==> src/design/mbrw_pkg.sv <==
// shared constants and state types for the read/write register link
package mbrw_pkg;
    // ========================================
    // function and exception codes
    localparam logic [7:0] FC_RW      = 8'h17;
    localparam logic [7:0] FC_EXC     = 8'h80;
    localparam logic [7:0] EXC_NONE   = 8'h00;
    localparam logic [7:0] EXC_FUNC   = 8'h01;
    localparam logic [7:0] EXC_ADDR   = 8'h02;
    localparam logic [7:0] EXC_DATA   = 8'h03;
    localparam logic [7:0] EXC_RANGE  = 8'h21;
    localparam logic [7:0] EXC_RO     = 8'h23;
    localparam logic [7:0] EXC_PAIR   = 8'h27;
    localparam logic [7:0] BCAST_ADDR = 8'h00;
    // ========================================
    // query byte offsets
    localparam int OFS_ADDR  = 0;
    localparam int OFS_FUNC  = 1;
    localparam int OFS_RS    = 2;
    localparam int OFS_RC    = 4;
    localparam int OFS_WS    = 6;
    localparam int OFS_WC    = 8;
    localparam int OFS_BC    = 10;
    localparam logic [5:0] OFS_WDATA = 6'h0b;
    localparam logic [7:0] FRAME_OVH = 8'h0d;
    localparam logic [7:0] MIN_LEN   = 8'h04;
    localparam int RX_DEPTH  = 48;
    // ========================================
    // register map of the device
    localparam int NUM_REGS              = 32;
    localparam logic [16:0] NUM_REGS_17  = 17'h0_0020;
    localparam logic [15:0] MAX_REGS     = 16'h0010;
    localparam logic [15:0] REG_RO_FIRST = 16'h0019;
    localparam logic [16:0] PAIR_HI      = 17'h0_0001;
    localparam logic [15:0] REG_VAL_MAX  = 16'h2710;
    localparam logic [15:0] REG_RST_VAL  = 16'h0000;
    // ========================================
    // check sequence and timing
    localparam logic [15:0] CRC_INIT = 16'hffff;
    localparam logic [15:0] CRC_POLY = 16'ha001;
    localparam int CLK_HZ         = 50_000_000;
    localparam int RSP_TIMEOUT_US = 1000;
    localparam int RSP_TIMEOUT_CYC = CLK_HZ / 1_000_000 * RSP_TIMEOUT_US;
    // ========================================
    // state machines
    typedef enum logic [1:0] {
        DS_RX   = 2'b00,
        DS_EVAL = 2'b01,
        DS_WR   = 2'b10,
        DS_TX   = 2'b11
    } mbrw_dev_state_t;
    typedef enum logic [1:0] {
        HS_IDLE = 2'b00,
        HS_SEND = 2'b01,
        HS_WAIT = 2'b10,
        HS_CHK  = 2'b11
    } mbrw_host_state_t;
endpackage
==> src/design/mbrw_link_if.sv <==
// byte link between the master and the responding device
`timescale 1ns/1ps
interface mbrw_link_if;
    // master to device query bytes
    logic [7:0] q_data;
    logic       q_valid;
    logic       q_last;
    // device to master reply bytes
    logic [7:0] r_data;
    logic       r_valid;
    logic       r_last;
    modport master (output q_data, q_valid, q_last, input r_data, r_valid, r_last);
    modport slave  (input q_data, q_valid, q_last, output r_data, r_valid, r_last);
endinterface

==> src/design/mbrw_crc16.sv <==
// running crc-16 over a byte stream, reflected polynomial
`timescale 1ns/1ps
module mbrw_crc16 import mbrw_pkg::*; (
    // clock and reset
    input  wire logic        clk,
    input  wire logic        rst,
    // byte stream
    input  wire logic        init,
    input  wire logic        en,
    input  wire logic [7:0]  data,
    output logic      [15:0] crc
);
    logic [15:0] crc_d;
    logic [15:0] c;

    always_comb begin
        c = crc ^ {8'h00, data};
        for (int b = 0; b < 8; b++) begin
            c = c[0] ? ((c >> 1) ^ CRC_POLY) : (c >> 1);
        end
        crc_d = init ? CRC_INIT : (en ? c : crc);
    end

    always_ff @(posedge clk) begin
        if (rst) begin
            crc <= CRC_INIT;
        end else begin
            crc <= crc_d;
        end
    end
endmodule

==> src/design/mbrw_device.sv <==
// responding device end: decodes function 17h, writes, then reads back
`timescale 1ns/1ps
// What this block does
// [RL1] query: address, 17h, read start, read count
// [RL2] then write start, count, byte count, data
// [RL3] start field is register number minus one
// [RL4] store write block, then return read block
// [RL5] reply: address, 17h, byte count, data, crc
// [RL6] byte counts are two per register
// [RL7] over sixteen registers gives exception 03h
// [RL8] answer own address; broadcast is ignored
// [RL9] errored query gets exception reply instead
// [RL10] exception reply: address, function, code, crc
// [RL11] exception function is query function plus 80h
// [RL12] unsupported function gives exception 01h
// [RL13] missing register gives exception 02h
// [RL14] bad data format gives exception 03h
// [RL15] write value out of range gives 21h
// [RL16] upper word alone of pair gives 27h
// [RL17] write to read-only register gives 23h
// [RL18] crc-16 checked; bad query silently dropped
module mbrw_device import mbrw_pkg::*; (
    // clock and reset
    input  wire logic        clk,
    input  wire logic        rst,
    // link to master
    mbrw_link_if.slave       link,
    // own station address
    input  wire logic [7:0]  unit_addr,
    // register write report
    output logic             reg_wr_pulse,
    output logic      [15:0] reg_wr_num,
    output logic      [15:0] reg_wr_val,
    // dropped query report
    output logic             frame_drop
);
    // ========================================
    // state
    mbrw_dev_state_t st_q, st_d;
    logic [7:0]  rx_q   [RX_DEPTH];
    logic [7:0]  rx_d   [RX_DEPTH];
    logic [15:0] regs_q [NUM_REGS];
    logic [15:0] regs_d [NUM_REGS];
    logic [7:0]  len_q, len_d;
    logic [7:0]  exc_q, exc_d;
    logic [3:0]  wi_q, wi_d;
    logic [5:0]  ti_q, ti_d;
    logic [7:0]  txd_q, txd_d;
    logic        txv_q, txv_d;
    logic        txl_q, txl_d;
    logic        wrp_q, wrp_d;
    logic [15:0] wrn_q, wrn_d;
    logic [15:0] wrv_q, wrv_d;
    logic        drop_q, drop_d;
    logic        crc_init, crc_en;
    logic [7:0]  crc_byte;
    logic [15:0] crc_val;

    // ========================================
    // query fields
    logic [15:0] rs, rc, ws, wc;
    logic [7:0]  bc;
    logic [16:0] rd_last, wr_last;
    logic        fmt_bad, addr_bad, ro_bad, rng_bad, pair_bad;
    logic [7:0]  exc_eval;
    logic [15:0] wnum, wval;

    assign rs = {rx_q[OFS_RS], rx_q[OFS_RS+1]};    // [RL1]
    assign rc = {rx_q[OFS_RC], rx_q[OFS_RC+1]};    // [RL1]
    assign ws = {rx_q[OFS_WS], rx_q[OFS_WS+1]};    // [RL2]
    assign wc = {rx_q[OFS_WC], rx_q[OFS_WC+1]};    // [RL2]
    assign bc = rx_q[OFS_BC];                      // [RL2]
    // last register number = start field + count, since the field is one below
    assign rd_last = {1'b0, rs} + {1'b0, rc};      // [RL3]
    assign wr_last = {1'b0, ws} + {1'b0, wc};      // [RL3]

    always_comb begin
        fmt_bad = (rc == 16'h0000) || (rc > MAX_REGS)       // [RL7]
               || (wc == 16'h0000) || (wc > MAX_REGS)       // [RL7]
               || (bc != {wc[6:0], 1'b0})                   // [RL6]
               || (len_q != FRAME_OVH + bc);                // [RL14]
        addr_bad = (rd_last > NUM_REGS_17) || (wr_last > NUM_REGS_17);   // [RL13]
        // a block that ends on the upper word holds it without its lower word
        pair_bad = (rd_last == PAIR_HI) || (wr_last == PAIR_HI);        // [RL16]
        ro_bad  = 1'b0;
        rng_bad = 1'b0;
        for (int i = 0; i < 16; i++) begin
            wnum = ws + 16'(i + 1);
            wval = {rx_q[11 + 2 * i], rx_q[12 + 2 * i]};
            if (16'(i) < wc) begin
                if (wnum >= REG_RO_FIRST) ro_bad = 1'b1;     // [RL17]
                if (wval > REG_VAL_MAX) rng_bad = 1'b1;     // [RL15]
            end
        end
        if (rx_q[OFS_FUNC] != FC_RW) exc_eval = EXC_FUNC;   // [RL12]
        else if (fmt_bad) exc_eval = EXC_DATA;              // [RL7] [RL14]
        else if (addr_bad) exc_eval = EXC_ADDR;             // [RL13]
        else if (ro_bad) exc_eval = EXC_RO;                 // [RL17]
        else if (pair_bad) exc_eval = EXC_PAIR;             // [RL16]
        else if (rng_bad) exc_eval = EXC_RANGE;             // [RL15]
        else exc_eval = EXC_NONE;
    end

    // ========================================
    // reply byte selection
    logic [5:0]  n_tx, j;
    logic [7:0]  tx_byte;
    logic [15:0] rword;

    always_comb begin
        n_tx  = (exc_q != EXC_NONE) ? 6'd5 : 6'(5 + 2 * rc[4:0]);  // [RL5] [RL10]
        j     = ti_q - 6'd3;
        rword = regs_q[5'(rs + 16'(j[5:1]))];                      // [RL3]
        if (ti_q == 6'd0) tx_byte = rx_q[OFS_ADDR];
        else if (ti_q == 6'd1) tx_byte = (exc_q != EXC_NONE)
                                          ? (rx_q[OFS_FUNC] | FC_EXC)    // [RL11]
                                          : FC_RW;                       // [RL5]
        else if (ti_q == 6'd2) tx_byte = (exc_q != EXC_NONE)
                                          ? exc_q                        // [RL10]
                                          : {rc[6:0], 1'b0};             // [RL6]
        else if (ti_q == n_tx - 6'd2) tx_byte = crc_val[7:0];            // [RL18]
        else if (ti_q == n_tx - 6'd1) tx_byte = crc_val[15:8];           // [RL18]
        else tx_byte = j[0] ? rword[7:0] : rword[15:8];                  // [RL5]
    end

    // ========================================
    // sequencing
    always_comb begin
        st_d   = st_q;
        rx_d   = rx_q;
        regs_d = regs_q;
        len_d  = len_q;
        exc_d  = exc_q;
        wi_d   = wi_q;
        ti_d   = ti_q;
        txd_d  = 8'h00;
        txv_d  = 1'b0;
        txl_d  = 1'b0;
        wrp_d  = 1'b0;
        wrn_d  = wrn_q;
        wrv_d  = wrv_q;
        drop_d = 1'b0;
        crc_init = 1'b0;
        crc_en   = 1'b0;
        crc_byte = link.q_data;
        case (st_q)
            DS_RX: begin
                // half duplex: bytes arriving while replying are not taken
                if (link.q_valid) begin
                    if (len_q < 8'(RX_DEPTH)) rx_d[len_q[5:0]] = link.q_data;
                    if (len_q != 8'hff) len_d = len_q + 8'h01;
                    crc_en = 1'b1;                                       // [RL18]
                    if (link.q_last) st_d = DS_EVAL;
                end
            end
            DS_EVAL: begin
                crc_init = 1'b1;
                len_d = 8'h00;
                ti_d  = 6'd0;
                wi_d  = 4'd0;
                exc_d = exc_eval;                                        // [RL9]
                if (len_q < MIN_LEN || crc_val != 16'h0000) begin        // [RL18]
                    st_d   = DS_RX;
                    drop_d = 1'b1;
                end else if (rx_q[OFS_ADDR] == BCAST_ADDR
                             || rx_q[OFS_ADDR] != unit_addr) begin       // [RL8]
                    st_d   = DS_RX;
                    drop_d = 1'b1;
                end else if (exc_eval == EXC_NONE) begin
                    st_d = DS_WR;                                        // [RL4]
                end else begin
                    st_d = DS_TX;                                        // [RL9]
                end
            end
            DS_WR: begin
                // whole block checked before the first word lands
                regs_d[5'(ws + 16'(wi_q))] = {rx_d[OFS_WDATA + {1'b0, wi_q, 1'b0}],
                                              rx_d[OFS_WDATA + {1'b0, wi_q, 1'b1}]};  // [RL4]
                wrp_d = 1'b1;
                wrn_d = ws + 16'(wi_q) + 16'h0001;                       // [RL3]
                wrv_d = regs_d[5'(ws + 16'(wi_q))];
                wi_d  = wi_q + 4'd1;
                if (wi_q == 4'(wc - 16'h0001)) st_d = DS_TX;             // [RL4]
            end
            DS_TX: begin
                txd_d = tx_byte;
                txv_d = 1'b1;
                crc_byte = tx_byte;
                crc_en = (ti_q < n_tx - 6'd2);                           // [RL18]
                ti_d = ti_q + 6'd1;
                if (ti_q == n_tx - 6'd1) begin
                    txl_d = 1'b1;
                    crc_init = 1'b1;
                    st_d = DS_RX;
                end
            end
            default: begin
                st_d = DS_RX;
            end
        endcase
    end

    always_ff @(posedge clk) begin
        if (rst) begin
            st_q   <= DS_RX;
            len_q  <= 8'h00;
            exc_q  <= EXC_NONE;
            wi_q   <= 4'd0;
            ti_q   <= 6'd0;
            txd_q  <= 8'h00;
            txv_q  <= 1'b0;
            txl_q  <= 1'b0;
            wrp_q  <= 1'b0;
            wrn_q  <= 16'h0000;
            wrv_q  <= 16'h0000;
            drop_q <= 1'b0;
            for (int i = 0; i < RX_DEPTH; i++) rx_q[i] <= 8'h00;
            for (int i = 0; i < NUM_REGS; i++) regs_q[i] <= REG_RST_VAL;
        end else begin
            st_q   <= st_d;
            len_q  <= len_d;
            exc_q  <= exc_d;
            wi_q   <= wi_d;
            ti_q   <= ti_d;
            txd_q  <= txd_d;
            txv_q  <= txv_d;
            txl_q  <= txl_d;
            wrp_q  <= wrp_d;
            wrn_q  <= wrn_d;
            wrv_q  <= wrv_d;
            drop_q <= drop_d;
            rx_q   <= rx_d;
            regs_q <= regs_d;
        end
    end

    mbrw_crc16 u_crc (
        .clk  (clk),
        .rst  (rst),
        .init (crc_init),
        .en   (crc_en),
        .data (crc_byte),
        .crc  (crc_val)
    );

    assign link.r_data  = txd_q;
    assign link.r_valid = txv_q;
    assign link.r_last  = txl_q;
    assign reg_wr_pulse = wrp_q;
    assign reg_wr_num   = wrn_q;
    assign reg_wr_val   = wrv_q;
    assign frame_drop   = drop_q;
endmodule

==> src/flat_wrapper.sv <==
// flat-port wrapper written by rule: the top's interface ports become plain ports
module mbrw_device_flat import mbrw_pkg::*;
  (clk, rst, unit_addr, reg_wr_pulse, reg_wr_num, reg_wr_val, frame_drop, link_q_data, link_q_valid, link_q_last, link_r_data, link_r_valid, link_r_last);
  mbrw_link_if link_i ();
  input  wire logic clk;
  input  wire logic rst;
  input  wire logic [7:0] unit_addr;
  output logic reg_wr_pulse;
  output logic      [15:0] reg_wr_num;
  output logic      [15:0] reg_wr_val;
  output logic frame_drop;
  input wire logic [$bits(link_i.q_data)-1:0] link_q_data;
  input wire logic [$bits(link_i.q_valid)-1:0] link_q_valid;
  input wire logic [$bits(link_i.q_last)-1:0] link_q_last;
  output wire logic [$bits(link_i.r_data)-1:0] link_r_data;
  output wire logic [$bits(link_i.r_valid)-1:0] link_r_valid;
  output wire logic [$bits(link_i.r_last)-1:0] link_r_last;
  assign link_i.q_data = link_q_data;
  assign link_i.q_valid = link_q_valid;
  assign link_i.q_last = link_q_last;
  assign link_r_data = link_i.r_data;
  assign link_r_valid = link_i.r_valid;
  assign link_r_last = link_i.r_last;
  mbrw_device u_core (.clk(clk), .rst(rst), .link(link_i), .unit_addr(unit_addr), .reg_wr_pulse(reg_wr_pulse), .reg_wr_num(reg_wr_num), .reg_wr_val(reg_wr_val), .frame_drop(frame_drop));
endmodule
==> config.mk <==
export PLATFORM = sky130hd
export DESIGN_NAME = mbrw_device_flat
export DESIGN_NICKNAME = d
export VERILOG_FILES = /design/src/design/mbrw_pkg.sv /design/src/design/mbrw_link_if.sv /design/src/design/mbrw_crc16.sv /design/src/design/mbrw_device.sv /design/src/flat_wrapper.sv
export SDC_FILE = /design/constraint.sdc
export NUM_CORES = 2
export LEC_CHECK = 0
export ABC_AREA = 0
export BUFFER_PORTS_ARGS = -buffer_cell sky130_fd_sc_hd__buf_4
export CAP_MARGIN = 10
export CORE_MARGIN = 3
export CORE_UTILIZATION = 55
export CTS_CLUSTER_DIAMETER = 200
export CTS_CLUSTER_SIZE = 20
export DETAILED_ROUTE_END_ITERATION = 8
export PLACE_DENSITY = 0.73
export SYNTH_ARGS = -nofsm -noshare
export SYNTH_HDL_FRONTEND = slang
export SYNTH_SLANG_ARGS = --single-unit
==> constraint.sdc <==
create_clock -name clk -period 10.9 [get_ports clk]
set_input_delay 1.09 -clock clk [delete_from_list [all_inputs] [get_ports clk]]
set_output_delay 1.09 -clock clk [all_outputs]
set_load 0.03 [all_outputs]
# After elaboration in Yosys (flattened, before gate mapping)
# Index checks and enable logic that the tools add are counted.
word_totals:
  output_inout_bits: 44
  wordCells: 378
  input_bits: 20
  regBits: 984
op_classes:
  eq_ne: 20
  n_bitwise: 16
  order_cmp: 62
  add_sub_neg: 32
  muxes: 127
  reduce_logical: 28
op_table:
  columns: ["op", "n"]
  rows:
  - ["$bwmux 512", 1]
  - ["$bwmux 384", 1]
  - ["$ge 16x5->1 const B", 16]
  - ["$gt 16x14->1 const B", 16]
  - ["$mux 16", 13]
  - ["$mux 8", 21]
  - ["$bmux 16 s5", 2]
  - ["$add 16x4->16 const B", 8]
  - ["$lt 4x16->1 const A", 8]
  - ["$bmux 8 s6", 2]
  - ["$demux 16 s5", 1]
  - ["$mux 1", 71]
  - ["$add 16x3->16 const B", 4]
  - ["$lt 3x16->1 const A", 4]
  - ["$demux 8 s6", 1]
  - ["$add 16x16->17", 2]
  - ["$eq 17x1->1 const B", 2]
  - ["$gt 17x6->1 const B", 2]
  - ["$add 16x1->16 const B", 2]
  - ["$add 16x2->16 const B", 2]
  - ["$gt 16x5->1 const B", 2]
  - ["$logic_not 16->1", 2]
  - ["$lt 1x16->1 const A", 2]
  - ["$lt 2x16->1 const A", 2]
  - ["53 further kinds", 98]

# Logic depth before layout (Yosys ltp)
logic_depth:
  word_depth: 44
  mapped_depth: 23
  mapped_depth_nobuf: 20

# Hierarchy
# Synthesis repeated with hierarchy kept, for this count alone.
hier_totals:
  cells_unflattened: 7048
  area_unflattened_um2: 58985.3
by_module_without_submodules:
  columns: ["mod", "n_inst", "area_per_inst_um2", "cells_each", "seq_area_each_um2"]
  rows:
  - ["mbrw_device", 1, 58142.0, 6961, 19298.5]
  - ["mbrw_crc16", 1, 843.3, 87, 320.3]

# Worst setup path before layout
# Ideal clock, no wire load.
synth_timing:
  path_type: "register to register"
  startpoint: "register u_core.wi_q[1]"
  endpoint: "register u_core.wrv_q[7], in the netlist u_core.reg_wr_val[7]"
  setup_time_ps: 132
  path_stages_with_launch: 19
  slack_ps: 5253
  n_path_buf: 7
  arrival_time_ps: 5516
  t_required_ps: 10768
  period_less_slack_ps: 5647
  cell_sequence: "dfxtp_1 clkbuf_1 buf_1 clkbuf_1 inv_1 ha_1 clkbuf_1 buf_1 clkbuf_1 mux4_2 mux4_2 a22oi_1 clkbuf_1 o21ai_0 mux4_2 a22oi_1 nand4_1 nor2_1 nor3_1"
synth_between:
  elab_chain_cells: 10
  elab_cells_between_ends: 16
  cone_classes: "add/sub: 2; order compare: 2; mux: 9; bitwise: 2; reduce/logical: 1"
synth_lines:
  columns: ["element", "line", "rtl"]
  rows:
  - ["start: declaration", "mbrw_device.sv:46", "logic [3:0] wi_q, wi_d;"]
  - ["start signal: assignment", "mbrw_device.sv:223", "wi_q <= wi_d;"]
  - ["$add 16x4->16", "mbrw_device.sv:177, mbrw_device.sv:181", null]
  - ["$not 5->6 (implied by the code)", "mbrw_device.sv:177, mbrw_device.sv:181", null]
  - ["$ge 6x6->1 (implied by the code) / $lt 6x1->1 (equally long branches)", "mbrw_device.sv:177", "regs_d[5'(ws + 16'(wi_q))] = {rx_d[OFS_WDATA + {1'b0, wi_q, 1'b0}],"]
  - ["$logic_and 1x1->1 (implied by the code)", "mbrw_device.sv:177", null]
  - ["$mux 16 (implied by the code)", "mbrw_device.sv:177", null]
  - ["$demux 16 s5", "mbrw_device.sv:177", null]
  - ["$bwmux 512", "mbrw_device.sv:177", null]
  - ["$bmux 16 s5 (*)", "mbrw_device.sv:181", "wrv_d = regs_d[5'(ws + 16'(wi_q))];"]
  - ["$mux 16 (implied by the code) (*) (2 in a row)", "mbrw_device.sv:181", null]
  - ["end signal: assignment", "mbrw_device.sv:230", "wrv_q <= wrv_d;"]
  - ["end: declaration", "mbrw_device.sv:53", "logic [15:0] wrv_q, wrv_d;"]
# Mark *: on every way between the ends. The rest lies on a longest branch, timed or not. The select of a mux whose other input is x is not followed.
# A chain may end at the register's enable or synchronous reset.

# Worst setup path after layout
layout_timing:
  startpoint: "register u_core.ti_q[0]"
  endpoint: "register u_core.u_crc.crc[0]"
layout_between:
  elab_chain_cells: 23
  elab_cells_between_ends: 39
  cone_classes: "add/sub: 2; order compare: 1; eq/ne: 4; mux: 21; bitwise: 9; reduce/logical: 2"
layout_lines:
  columns: ["element", "line", "rtl"]
  rows:
  - ["start: declaration", "mbrw_device.sv:47", "logic [5:0] ti_q, ti_d;"]
  - ["start signal: assignment", "mbrw_device.sv:224", "ti_q <= ti_d;"]
  - ["$sub 6x2->6", "mbrw_device.sv:112", "j = ti_q - 6'd3;"]
  - ["$add 5x5->5", "mbrw_device.sv:113", "rword = regs_q[5'(rs + 16'(j[5:1]))];"]
  - ["$not 5->6 (implied by the code)", "mbrw_device.sv:113", null]
  - ["$bmux 16 s5", "mbrw_device.sv:113", null]
  - ["$mux 16 (implied by the code) (2 in a row)", "mbrw_device.sv:113", null]
  - ["$mux 8", "mbrw_device.sv:123", "else tx_byte = j[0] ? rword[7:0] : rword[15:8];"]
  - ["$mux 8", "mbrw_device.sv:122", "else if (ti_q == n_tx - 6'd1) tx_byte = crc_val[15:8];"]
  - ["$mux 8", "mbrw_device.sv:121", "else if (ti_q == n_tx - 6'd2) tx_byte = crc_val[7:0];"]
  - ["$mux 8", "mbrw_device.sv:118", "else if (ti_q == 6'd2) tx_byte = (exc_q != EXC_NONE)"]
  - ["$mux 8", "mbrw_device.sv:115", "else if (ti_q == 6'd1) tx_byte = (exc_q != EXC_NONE)"]
  - ["$mux 8", "mbrw_device.sv:114", "if (ti_q == 6'd0) tx_byte = rx_q[OFS_ADDR];"]
  - ["$mux 8", "mbrw_device.sv:146", "case (st_q)"]
  - ["$xor 16x8->16", "mbrw_crc16.sv:17", "c = crc ^ {8'h00, data};"]
  - ["$mux 16 / $not 2->3 (equally long branches) (6 in a row)", null, null]
  - ["$not 2->3 (no source line) / $mux 16 (equally long branches)", null, null]
  - ["$mux 16 (2 in a row)", "mbrw_crc16.sv:19", "c = c[0] ? ((c >> 1) ^ CRC_POLY) : (c >> 1);"]
  - ["end signal: assignment", "mbrw_crc16.sv:28", "crc <= crc_d;"]
  - ["end: declaration", "mbrw_crc16.sv:11", "output logic [15:0] crc"]
# Parallel ways exist; a longest one is shown, timed or not. The select of a mux whose other input is x is not followed.

==> results.md <==
* Initial antenna violation count at 4
* Yosys reg bits at 980
* Met3 wire len at 23.6 mm
* Die Ht at 332 µm
* Met2 routed WL at 91.9 mm
* Count leader, synth: nor2_1
* Minimum clock period at roughly 7000 ps
* Hold Vio Cnt, Final at 0
* Die Wd at 332 µm
* Number of flops mapped to enable cells by yosys at 0
* # setup viols final at 0
* Register area share after synthesis at 33.5%
* Global-route wire length before repair at 316 mm
* Routability cong. at 0.993
* Post-synthesis instance total at 6871
* Hold path startpoint: u_core.reg_wr_val[0]
* Kind of critical path: reg -> reg
* CP endpoint kind: register
* Post-synthesis cell area at 0.0585 mm²
* Outcome: completed
* Initial DRC count at 7632
* Max_slew headroom at around 6.6%
* Num CTS Buffers at 54
* Reg2reg path depth at 17
* Die Area at around 0.11 mm²
* Warnings, synthesis at 0
* H-tree depth at 2
* Tcrit/Tclk final at around 63%
* CTS root buf: clkbuf_16
* CTS Sinks at 980
* Latest clock arrival within the worst-skew pair at 730 ps
* Hold WC Path Type: reg -> reg
* Synth Flop Type: dfxtp_1
* Dpl cells at 7768
* Synthesis-to-layout area growth at 4.50%
* GR Util All Layers at 36.8%
* RSZ-0062 raised after global routing: false
* Worst Path Required at 11460 ps
* Synth async-reset ratio at 0%
* Wire length on met1 at a little over 80 mm
* CTS tree: yes
* Top post-synthesis cells by count: 1317 x nor2_1, 980 x dfxtp_1, 641 x nand2_1, 584 x clkbuf_1, 561 x a211oi_1
* Max Cap Violations at 0
* Crit path launch type: register
* Vias per cell at 6.89
* Reg2reg start: u_core.ti_q[0]
* Synth cell types at 88
* Fin. max-slew vios at 0
* Cts repair resizes at 0
* Placement Rows at between 100 and 150
* Non-Filler Instances at 7828
* Largest net degree at the start of global routing at 189
* Worst-path maximum fanout at 101
* First-pass DRT Iterations at 6
* Worst Path Arrival at between 7000 and 8000 ps
* Top cells by area, synth: dfxtp_1 34%, mux4_2 14%, nor2_1 8.5%
* Hpwl dp at 138 mm
* DRC violations left at 0
* DR WL/cell at 27.0 µm
* Max Fclk at 147 MHz
* Worst Hold Path EP: u_core.reg_wr_val[0]
* Core ar. at 0.105 mm²
* Worst Hold Depth at 2
* Max layer used: met5
* Leak pwr at slightly below 20 nW
* Synth top area share at 33.5%
* R2R setup slack at 4080 ps
* I/O pin cnt at 64
* Vias in the first global route at 49.7k
* Final net count at 6547
* Postcts setup bufs at 0
* Setup TNS at 0 ps
* Clock skew at roughly 72 ps
* Buffers on Ports at 63
* Area leader, netlist: dfxtp_1
* End of the worst register-to-register path: u_core.u_crc.crc[0]
* Maximum root-to-sink buffer count at 3
* Post-route ant nets at 0
* Power density over cell area at 98.8 mW/mm²
* Clock transition at path regs at 90 ps
* Starting Density at between 50% and 60%
* WL final at about 210 mm
* Vias at 53.9k
* Worst-margin pin slew at 1390 ps
* Grt total ovfl at 0
* Hold_buf cts at 0
* Worst vdd ir at 133 µV
* Layout cell share with drive strength beyond 1 at a little under an eighth
* Syn nets at 6974
* Mapped Avg Cell Area at between 8 and 9 µm²
-- critical path, stage by stage, from the launching register on --
cell and delay, ps:
dfxtp_1 610, inv_1 190, ha_1 400, ha_4 150, inv_1 40, fa_4 1130
buf_12 530, mux4_2 400, mux4_2 530, a22oi_1 560, a211oi_1 230, or3_1 400
a2111oi_0 410, or4_1 220, xnor3_2 300, xor2_2 170, xnor2_1 170, o211ai_2 80
-- state kept, by name, summed over array words and instances (netlist names), 8 cells and up, named ones only --
name                cells
u_core.bc               8
u_core.reg_wr_num      16
u_core.rs              16
u_core.rc              16
u_core.regs_q         512
u_core.reg_wr_val      16
u_core.link.r_data      8
u_core.u_crc.crc       16
u_core.len_q            8
u_core.rx_q           344
-- how the worst max path moves through the flow --
| stage | from | end | slack, ps | cells past startpoint |
|---|---|---|---|---|
| after CTS | u_core.ti_q[0] | u_core.u_crc.crc[0] | 4140 | 17 |
| final | u_core.ti_q[0] | u_core.u_crc.crc[0] | 4080 | 17 |
| after global routing | u_core.ti_q[0] | u_core.u_crc.crc[0] | 3870 | 17 |
| after floorplan | u_core.wi_q[1] | u_core.reg_wr_val[7] | 5250 | 18 |
| after global placement | u_core.ti_q[0] | u_core.u_crc.crc[0] | 4240 | 17 |
| after detailed placement | u_core.ti_q[0] | u_core.u_crc.crc[0] | 4150 | 17 |
-- cells in the final DEF, fill, tap and decap left out, types with 55 or more instances in the layout --
master,n
nor2_1,1289
dfxtp_1,978
nand2_1,638
a211oi_1,560
o21ai_0,480
mux2i_1,417
mux4_2,358
a21oi_1,302
buf_4,195
xnor2_1,109
nand3_1,94
nor3_1,85
ha_1,74
inv_1,55
o211ai_1,55
-- power by group --
| group | internal (mW) | switching [mW] | leakage, nW | total [mW] |
|---|---|---|---|---|
| Sequential | 3.59 | 0.0272 | 7.89 | 3.62 |
| Combinational | 0.0769 | 0.181 | 10.8 | 0.258 |
| Clock | 0.893 | 1.27 | 0.696 | 2.17 |
-- layer usage --
metal,track usage (%),up-vias
met5,0,-
met4,22.6,2
met3,7.95,724
met2,55.9,3409
met1,48.0,25769
li1,-,24044
-- final cells by class --
class,count,area [µm²]
Inverter,61,231
Sequential cell,980,19600
Tap cell,1380,1730
Fill cell,9205,43400
Multi-Input combinational cell,5148,36600
Clock inverter,3,76.3
Antenna cell,2,5.00
Timing Repair Buffer,199,1540
Clock buffer,55,1360
-- through the flow --
stage                     power (mW)  worst slack [ps]  instance area [µm²]  hold WS (ps)  util, %
after CTS                       6.04              4140                61100           484     58.5
after detailed placement        3.95              4150                59700           465     57.1
after floorplan                 3.87              5250                58500           453        -
after global routing            6.18              3870                61100           505     58.5
after global placement          3.95              4240                59700           465     57.1
final                           6.04              4080                61100           482     58.5
-- cell families (layout without fill, tap and decap cells) --
family | Yosys count | in the layout | synth area share, %
fa+ha+maj | 84 | 84 | 1.84
xor+xnor | 151 | 151 | 2.34
compound gates | 1747 | 1747 | 19.4
flops | 980 | 980 | 33.5
simple gates | 2375 | 2375 | 16.8
buf+inv | 743 | 318 | 4.88
other cells | 0 | 2 | 0
mux | 791 | 791 | 21.2
Power figures use the tool's default switching activity.
